==> config.mk <==
export PLATFORM = sky130hd
export DESIGN_NAME = reset_source_combiner_status
export DESIGN_NICKNAME = d
export VERILOG_FILES = /design/src/hw/reset_cause_pkg.sv /design/src/hw/reset_source_combiner_status.sv
export SDC_FILE = /design/constraint.sdc
export NUM_CORES = 1
export LEC_CHECK = 0
export BUFFER_PORTS_ARGS = -buffer_cell sky130_fd_sc_hd__buf_2
export CORE_AREA = 2 2 57 85
export CTS_BUF_LIST = sky130_fd_sc_hd__clkbuf_2
export DETAILED_ROUTE_END_ITERATION = 12
export DIE_AREA = 0 0 59 87
export GPL_TIMING_DRIVEN = 0
export PLACE_DENSITY = 0.77
export SLEW_MARGIN = 20
export SYNTH_ARGS = -nofsm -noshare
export SYNTH_HDL_FRONTEND = slang
export SYNTH_SLANG_ARGS = --single-unit
==> constraint.sdc <==
create_clock -name mclk -period 1.5 [get_ports mclk]
set_clock_uncertainty 0.15 [all_clocks]
set_input_delay 0.225 -clock mclk [delete_from_list [all_inputs] [get_ports mclk]]
set_output_delay 0.225 -clock mclk [all_outputs]
set_load 0.01 [all_outputs]
==> src/hw/reset_cause_pkg.sv <==
package reset_cause_pkg;

    localparam int ADDR_W = 4;
    localparam int DATA_W = 16;
    localparam int EV_W = 8;

    // Register offsets (byte addresses on the plain register port)
    localparam logic [ADDR_W-1:0] CAUSE_OFS = 4'h0;
    localparam logic [ADDR_W-1:0] INT_STATUS_OFS = 4'h4;
    localparam logic [ADDR_W-1:0] INT_CLEAR_OFS = 4'h8;
    localparam logic [ADDR_W-1:0] INT_ENABLE_OFS = 4'hC;

    // Field positions of reset_cause_control
    localparam int TRAP_BIT = 15;
    localparam int ILLEGAL_BIT = 14;
    localparam int REGULATOR_BIT = 8;
    localparam int PIN_BIT = 7;
    localparam int SWR_BIT = 6;
    localparam int WDOG_EN_BIT = 5;
    localparam int WATCHDOG_TIMEOUT_FLAG_BIT = 4;
    localparam int SLEEP_BIT = 3;
    localparam int IDLE_BIT = 2;
    localparam int BOR_BIT = 1;
    localparam int POR_BIT = 0;

    localparam logic [DATA_W-1:0] CAUSE_RESET = 16'h0003;
    localparam logic [DATA_W-1:0] CAUSE_IMPL_MASK = 16'hC1FF;
    localparam logic [DATA_W-1:0] REGULATOR_MASK = 16'h0100;
    localparam logic [DATA_W-1:0] BOR_CLEAR_MASK = 16'hC05C;
    localparam logic [DATA_W-1:0] DATA_ZERO = 16'h0000;

    // Interrupt event positions
    localparam int EV_TRAP = 0;
    localparam int EV_ILLEGAL = 1;
    localparam int EV_PIN = 2;
    localparam int EV_SWR = 3;
    localparam int EV_WATCHDOG_TIMEOUT_FLAG = 4;
    localparam int EV_BOR = 5;
    localparam int EV_SLEEP = 6;
    localparam int EV_IDLE = 7;
    localparam logic [EV_W-1:0] EV_ZERO = 8'h00;

    typedef struct packed {
        logic trap_conflict;
        logic illegal_operation;
        logic reset_instruction;
        logic watchdog_timeout;
        logic power_save_sleep;
        logic power_save_idle;
    } core_events_t;

    typedef struct packed {
        logic [ADDR_W-1:0] addr;
        logic [DATA_W-1:0] wdata;
        logic wr;
        logic rd;
    } reg_req_t;

endpackage

==> src/hw/reset_source_combiner_status.sv <==
// Design decisions made here: the address-and-strobe port and the register offsets.
`timescale 1ns/100ps
module reset_source_combiner_status #(
    parameter logic has_regulator_bit = 1'b1
) (
    input wire logic mclk,
    input wire logic rst,
    input wire logic brownout_reset,
    input wire logic master_clear_pin,
    input wire reset_cause_pkg::core_events_t core_events,
    input wire logic watchdog_fuse_enable,
    input wire reset_cause_pkg::reg_req_t reg_req,
    output logic [reset_cause_pkg::DATA_W-1:0] reg_rdata,
    output logic system_reset_out,
    output logic watchdog_enable,
    output logic regulator_sleep_keep,
    output logic irq
);
    import reset_cause_pkg::*;

    logic bor_meta_r;
    logic bor_s_r;
    logic pin_meta_r;
    logic pin_s_r;
    logic [DATA_W-1:0] cause_r;
    logic [DATA_W-1:0] cause_nxt;
    logic [EV_W-1:0] int_status_r;
    logic [EV_W-1:0] int_status_nxt;
    logic [EV_W-1:0] int_enable_r;
    logic [EV_W-1:0] int_enable_nxt;
    logic [EV_W-1:0] events;
    logic [DATA_W-1:0] impl_mask;
    logic [DATA_W-1:0] rdata_nxt;
    logic any_source;
    logic power_save;

    function automatic logic hit(input reg_req_t r, input logic [ADDR_W-1:0] ofs, input logic strobe);
        hit = strobe && (r.addr == ofs);
    endfunction

    // Pins are asynchronous to mclk
    always_ff @(posedge mclk or posedge rst)
    begin
        if (rst)
        begin
            bor_meta_r <= 1'b0;
            bor_s_r <= 1'b0;
            pin_meta_r <= 1'b0;
            pin_s_r <= 1'b0;
        end
        else
        begin
            bor_meta_r <= brownout_reset;
            bor_s_r <= bor_meta_r;
            pin_meta_r <= master_clear_pin;
            pin_s_r <= pin_meta_r;
        end
    end

    assign any_source = bor_s_r | pin_s_r | core_events.trap_conflict | core_events.illegal_operation
        | core_events.reset_instruction | core_events.watchdog_timeout;
    assign power_save = core_events.power_save_sleep | core_events.power_save_idle;

    // Power-on is the asynchronous reset itself, so the output is high from the first instant
    always_ff @(posedge mclk or posedge rst)
    begin
        if (rst)
            system_reset_out <= 1'b1;
        else
            system_reset_out <= any_source;
    end

    // Variants without the regulator bit hold it at zero
    assign impl_mask = has_regulator_bit ? CAUSE_IMPL_MASK : (CAUSE_IMPL_MASK & ~REGULATOR_MASK);

    always_comb
    begin
        cause_nxt = cause_r;
        if (hit(reg_req, CAUSE_OFS, reg_req.wr))
            cause_nxt = reg_req.wdata & impl_mask;
        // Hardware clears, then sets, come after the software write so they win
        if (power_save)
            cause_nxt[WATCHDOG_TIMEOUT_FLAG_BIT] = 1'b0;
        if (bor_s_r)
            cause_nxt = cause_nxt & ~BOR_CLEAR_MASK;
        if (core_events.trap_conflict)
            cause_nxt[TRAP_BIT] = 1'b1;
        if (core_events.illegal_operation)
            cause_nxt[ILLEGAL_BIT] = 1'b1;
        if (pin_s_r)
            cause_nxt[PIN_BIT] = 1'b1;
        if (core_events.reset_instruction)
            cause_nxt[SWR_BIT] = 1'b1;
        if (core_events.watchdog_timeout)
            cause_nxt[WATCHDOG_TIMEOUT_FLAG_BIT] = 1'b1;
        if (core_events.power_save_sleep)
            cause_nxt[SLEEP_BIT] = 1'b1;
        if (core_events.power_save_idle)
            cause_nxt[IDLE_BIT] = 1'b1;
        if (bor_s_r)
            cause_nxt[BOR_BIT] = 1'b1;
    end

    // Power-on leaves only the power-on and brown-out flags set
    always_ff @(posedge mclk or posedge rst)
    begin
        if (rst)
            cause_r <= CAUSE_RESET;
        else
            cause_r <= cause_nxt;
    end

    // The fuse is a static configuration level, already in the mclk domain
    always_ff @(posedge mclk or posedge rst)
    begin
        if (rst)
        begin
            watchdog_enable <= 1'b0;
            regulator_sleep_keep <= 1'b0;
        end
        else
        begin
            watchdog_enable <= watchdog_fuse_enable | cause_nxt[WDOG_EN_BIT];
            regulator_sleep_keep <= cause_nxt[REGULATOR_BIT];
        end
    end

    always_comb
    begin
        events = EV_ZERO;
        events[EV_TRAP] = core_events.trap_conflict;
        events[EV_ILLEGAL] = core_events.illegal_operation;
        events[EV_PIN] = pin_s_r;
        events[EV_SWR] = core_events.reset_instruction;
        events[EV_WATCHDOG_TIMEOUT_FLAG] = core_events.watchdog_timeout;
        events[EV_BOR] = bor_s_r;
        events[EV_SLEEP] = core_events.power_save_sleep;
        events[EV_IDLE] = core_events.power_save_idle;
    end

    always_comb
    begin
        int_status_nxt = int_status_r;
        if (hit(reg_req, INT_CLEAR_OFS, reg_req.wr))
            int_status_nxt = int_status_r & ~reg_req.wdata[EV_W-1:0];
        // An event in the clearing cycle survives
        int_status_nxt = int_status_nxt | events;
        int_enable_nxt = int_enable_r;
        if (hit(reg_req, INT_ENABLE_OFS, reg_req.wr))
            int_enable_nxt = reg_req.wdata[EV_W-1:0];
    end

    always_ff @(posedge mclk or posedge rst)
    begin
        if (rst)
        begin
            int_status_r <= EV_ZERO;
            int_enable_r <= EV_ZERO;
            irq <= 1'b0;
        end
        else
        begin
            int_status_r <= int_status_nxt;
            int_enable_r <= int_enable_nxt;
            irq <= |(int_status_nxt & int_enable_nxt);
        end
    end

    always_comb
    begin
        rdata_nxt = DATA_ZERO;
        if (hit(reg_req, CAUSE_OFS, reg_req.rd))
            rdata_nxt = cause_r;
        else if (hit(reg_req, INT_STATUS_OFS, reg_req.rd))
            rdata_nxt = {{(DATA_W-EV_W){1'b0}}, int_status_r};
        else if (hit(reg_req, INT_ENABLE_OFS, reg_req.rd))
            rdata_nxt = {{(DATA_W-EV_W){1'b0}}, int_enable_r};
    end

    // Read data stands only in the cycle after the strobe
    always_ff @(posedge mclk or posedge rst)
    begin
        if (rst)
            reg_rdata <= DATA_ZERO;
        else
            reg_rdata <= rdata_nxt;
    end

    logic cause_wr;
    assign cause_wr = hit(reg_req, CAUSE_OFS, reg_req.wr);
endmodule

==> results of run 1 <==
power groups by stage:
stage | logic [W] | clock network, W | registers [W]
global placement | 0.000409 | 0 | 0.00141
detailed placement | 0.000426 | 0 | 0.00142
finish | 0.000493 | 0.000505 | 0.00140
CTS | 0.000483 | 0.000527 | 0.00140
floorplan | 0.000275 | 0 | 0.00142
global route | 0.000538 | 0.000567 | 0.00142
metrics by stage:
stage                     setup TNS (ps)  instance area [um2]  total power, W  cells
after CTS                           -127                 2700         0.00241    313
after floorplan                     -530                 2110         0.00169    189
after global placement            -24370                 2370         0.00182    278
after detailed placement           -5330                 2400         0.00185    279
final                               -154                 2730         0.00240    315
after global routing                -205                 2730         0.00252    315
critical path, stage by stage (launching register included):
cell and delay [ps]:
dfrtp_1 450, o22a_1 210, o21ai_0 90, o22ai_1 110, or4_1 550
registers in the layout (all words and copies together), names as in the netlist:
| signal | flops |
|---|---|
| int_status_r | 8 |
| pin_s_r | 1 |
| bor_meta_r | 1 |
| irq | 1 |
| watchdog_enable | 1 |
| system_reset_out | 1 |
| bor_s_r | 1 |
| pin_meta_r | 1 |
| int_enable_r | 8 |
| cause_r | 11 |
| reg_rdata | 11 |
worst paths after layout:
| path | start | end | slack, ps | depth (start not counted) |
|---|---|---|---|---|
| worst max register to register | int_status_r[3] | irq | -150 | 4 |
| worst min-delay path | reg_req[21] | reg_rdata[7] | 50 | 3 |
| worst max-delay path | int_status_r[3] | irq | -150 | 4 |
| worst min register to register | bor_meta_r | bor_s_r | 220 | 0 |
| min in group asynchronous | rst | int_status_r[3] | 180 | 3 |
| max in group asynchronous | rst | cause_r[0] | 440 | 4 |
final cells by class:
cell class	count	area, um2	area share [%]
Inverter	4	15.0	0.549
Multi-Input combinational cell	126	851	31.1
Tap cell	48	60.1	2.20
Timing Repair Buffer	70	509	18.6
Clock buffer	7	35.0	1.28
Buffer	14	128	4.67
Sequential cell	45	1130	41.3
Clock inverter	1	5.00	0.183
cell usage in the layout, fill, tap and decap left out, types with 7 or more instances in the layout:
cell type      instances
nand3b_1               7
o21ai_0               18
buf_4                  9
a21oi_1                8
a21o_1                 8
dfrtp_1               42
mux2i_1               14
nand2_1               19
o22a_1                 7
clkbuf_2               8
mux2_2                 9
dlygate4sd3_1         24
buf_2                 42
timing repair:
item	CTS	global route
setup endpoints to repair	1	3
pin swaps	1	1
endpoints found under the hold margin	56	0
buffers inserted	2	2
hold buffers	24	0
resized for setup	3	2
per-layer routing:
metal	GRT usage [%]	share of wire (%)	vias up
met1	24.4	38	830
met5	0	0	-
li1	-	-	807
met4	9.71	2.5	0
met3	4.16	4.4	11
met2	36.8	55	56
logic make-up (layout without fill, tap and decap cells):
group / Yosys count / count (layout) / share of synthesized area [%]
buf+inv: 18 / 96 / 5.56
flops: 45 / 45 / 54.6
simple gates: 44 / 44 / 11.1
mux: 23 / 23 / 11.7
compound gates: 54 / 54 / 16.9
other cells: 1 / 5 / 0.181
==> flow_summary.ini, run 1 <==
[final_layout]
area_delta_synth_final_pct = 32.0
fillers = 369
diodes = 0
drive_above_1_share_pct = 31.8
nNetsFinal = 299
fin_util_pct = 61.7

[synthesis]
syn_area_um2 = 2070
yosysMostFrequentCell = dfrtp_1
ys_warn_count = 0
synth_edf_count = 0
ys_ff_latch = 45
synth_top_area_share_pct = 50.8
async_flop_share_pct = 100
syn_inst = 185
synth_common_cells = dfrtp_1 (42), nand2_1 (20), o21ai_0 (18), mux2i_1 (14), mux2_2 (9)
ys_seq_area_share_pct = 54.6
synth_largest_area_cell = dfrtp_1
synthTopCellsByArea = dfrtp_1 (51%), mux2i_1 (6.8%), mux2_2 (4.9%)
post_synth_num_cell_types = 33
synth_flop_cell = dfrtp_1
syn-mean-instance-area_um2 = 11.2

[sta]
hold_viol_final = 0
setup_violations = 1
period_needed_ps = 1650
tightestPinTransition_ps = 526
slew_violations = 0
rsz0062_at_grt = yes
finalCritPeriodShare_pct = 110
final.setup.worst_slack_ps = -154
slew_headroom_pct = 64.9
holdWs_ps = 45.3
max_freq_mhz = 605

[power]
seqPwrFrac_pct = 58.4
intPower_w = 0.00173
combPwrFrac_pct = 20.6
clockPowerShare_pct = 21.1
p_sw_w = 0.000671
p_leak_nw = 1.29
power.switching_fraction_pct = 28.0
powerDensity_nw_per_um2 = 877
peakVddDrop_mv = 0.612

[drt]
routedWlPerCell_um = 15.7
drt_wl_total_um = 4950
viasPerCell = 5.41
ant_nets = 0
dr.first_iter.drc_count = 35
drc_errors = 0
drt_first_pass_iters = 4
vias = 1704

[setup_path]
path_class = reg2reg
cp.required_ps = 1680
cp-start-kind = register
crit_fanout = 3
endpoint_kind = register
arrival_ps = 1830

[clocking]
cts_sinks = 45
cts_tree = yes
clk_latency_ps = 410
clock_tree.root_cell = clkbuf_2
cts_buffers = 5
htree_levels = 2
clock_path_buffers = 2
clk_pin_slew_worst_paths_ps = 230

[global_route]
grtUsageTotal_pct = 21.1
first_global_vias = 1649
grt_max_degree = 24
grt.overflow.total = 0
antenna_found_initial = 0
grt_pass1_wl_um = 7960

[placement]
gp_congestion = 0.844
dp_hpwl_um = 3240
io_buffers = 41
place_ws_ps = -517

[floorplan]
die_w_um = 59
die_y_um = 87
placementRows = 30
initial_core_util_pct = 46.8
core_area_um2 = 4430
ios = 53
dieArea_um2 = 5130

[run_status]
violations = negative setup slack
outcome = finished with violations

[min_path]
min_path_type = in2reg

[run]
drv_cap = 0
(Power assumes the default switching activity.)
==> inputs of run 2 (changes only) <==
--- a/config.mk
+++ b/config.mk
@@ -6,12 +6,12 @@
 export NUM_CORES = 1
 export LEC_CHECK = 0
 export BUFFER_PORTS_ARGS = -buffer_cell sky130_fd_sc_hd__buf_2
-export CORE_AREA = 2 2 57 85
+export CORE_AREA = 2 2 56 84
 export CTS_BUF_LIST = sky130_fd_sc_hd__clkbuf_2
 export DETAILED_ROUTE_END_ITERATION = 12
-export DIE_AREA = 0 0 59 87
+export DIE_AREA = 0 0 58 86
 export GPL_TIMING_DRIVEN = 0
-export PLACE_DENSITY = 0.77
+export PLACE_DENSITY = 0.76
 export SLEW_MARGIN = 20
 export SYNTH_ARGS = -nofsm -noshare
 export SYNTH_HDL_FRONTEND = slang
==> constraint.sdc (replaced) <==
create_clock -name mclk -period 1.6 [get_ports mclk]
set_clock_uncertainty 0.15 [all_clocks]
set_input_delay 0.24 -clock mclk [delete_from_list [all_inputs] [get_ports mclk]]
set_output_delay 0.24 -clock mclk [all_outputs]
set_load 0.01 [all_outputs]
==> run 2 against run 1 <==
Compared with the run above: the flow now finishes without violations; flip-flop and latch count unchanged; clock power is 11% lower; die area fell by 2.8%; register-to-register slack better by 160 ps; final cell count decreased by 0.63%; via count fell by 2.5%; highest routed layer unchanged.
==> flow_summary.ini, run 2 (synthesis results as in run 1) <==
[run_status]
outcome = finished clean

[setup_path]
crit_fanout = 3
worstSetupStartpoint = int_status_r[0]
worst-path-buf-inv = 0
path_class = reg2reg
crit_slowest_cell = or4_1
cp.required_ps = 1780
crit_family = simple AND/OR/NAND/NOR gates
slowest_delay_ps = 510
worstPathCellList = o22a_2 > o21ai_0 > o22ai_1 > or4_1
arrival_ps = 1780
endpoint_kind = register
r2r_start = int_status_r[0]
cp-start-kind = register

[placement]
placed_cell_area_um2 = 2390
dp_hpwl_um = 3120
io_buffers = 41
gp_congestion = 0.875

[drt]
routedWlPerCell_um = 15.1
ant_nets = 0
viasPerCell = 5.31
vias = 1662
dr.first_iter.drc_count = 57
drt_first_pass_iters = 4
drt_wl_total_um = 4730
drc_errors = 0

[sta]
period_needed_ps = 1590
setup_tns_ps = 0
setup_violations = 0
finalCritPeriodShare_pct = 99.6
slew_headroom_pct = 54.8
slew_violations = 0
hold_viol_final = 0
holdWs_ps = 8.07
max_freq_mhz = 627
tightestPinTransition_ps = 678
rsz0062_at_grt = yes

[global_route]
grt_max_degree = 25
antenna_found_initial = 0
first_global_vias = 1662
grt_pass1_wl_um = 7940
grt.overflow.total = 0
grtUsageTotal_pct = 21.0

[clocking]
cts_buffers = 5
cts_tree = yes
cts_sinks = 45
clock_path_buffers = 2
clock_tree.root_cell = clkbuf_2
htree_levels = 2
clk_pin_slew_worst_paths_ps = 220
clk_latency_ps = 430

[final_layout]
final_cell_area_um2 = 2700
area_delta_synth_final_pct = 30.5
diodes = 0
nNetsFinal = 299
fillers = 348
top_regs = cause_r: 11 flops, reg_rdata: 11 flops
drive_above_1_share_pct = 31.1
final_common_cell = buf_2
mostFrequentLayoutCells = buf_2 (43), dfrtp_1 (42), dlygate4sd3_1 (22)

[floorplan]
initial_core_util_pct = 49.2
core_area_um2 = 4210
ios = 53
die_w_um = 58
dieArea_um2 = 4990
die_y_um = 86
placementRows = 29

[min_path]
min_path_type = in2reg
min_from = reg_req[21]

[run]
drv_cap = 0

[power]
powerDensity_nw_per_um2 = 820
p_leak_nw = 1.27
peakVddDrop_mv = 0.626
p_total_w = 0.00221
run 2: through the flow:
stage                     setup WS (ps)  utilization [%]  cells
after floorplan                    -213                -    189
after global placement             -407             56.1    276
after detailed placement           -417             56.7    277
after CTS                          3.63             64.0    312
after global routing              -67.9             64.2    313
final                              5.60             64.2    313
run 2: timing repair:
| action | CTS | global route |
|---|---|---|
| gates cloned | 0 | 0 |
| endpoints found under the hold margin | 50 | 0 |
| hold buffers | 22 | 0 |
| setup buffers | 5 | 1 |
| endpoints found under the setup margin | 1 | 1 |
| gates resized for setup | 3 | 0 |
run 2: per-layer routing:
metal	wire (um)	global-route usage, %
met3	192	3.77
met5	0	0
met2	2410	35.5
met1	2020	25.8
met4	111	9.30
run 2: power by group:
group	switching [W]	internal (W)	leakage, nW	total [W]
Combinational	0.000198	0.000254	0.726	0.000452
Sequential	0.0000699	0.00124	0.518	0.00131
Clock	0.000355	0.0000955	0.0278	0.000451
run 2: worst paths after layout:
path | to | slack, ps | depth (start not counted)
worst min-delay path | reg_rdata[1] | 8 | 3
worst max-delay path | irq | 6 | 4
max in group asynchronous | cause_r[1] | 510 | 4
min in group asynchronous | cause_r[3] | 210 | 3
worst min register to register | pin_s_r | 230 | 0
worst max register to register | irq | 6 | 4
run 2: worst min-delay path: cells and delay by family:
family,cells,cell delay [ps]
multiplexers,1,80
buffers and inverters,1,120
AO/OA/AOI/OAI,1,130
run 2: cell type report:
cell class | instances | area, um2 | area share (%)
clock inverters | 3 | 12.5 | 0.463
well taps | 46 | 57.6 | 2.13
repair buffers | 70 | 498 | 18.4
multi-input cells | 126 | 843 | 31.2
clock buffers | 5 | 25.0 | 0.926
plain buffers | 14 | 120 | 4.45
flip-flops and latches | 45 | 1130 | 41.8
inverters | 4 | 15.0 | 0.556
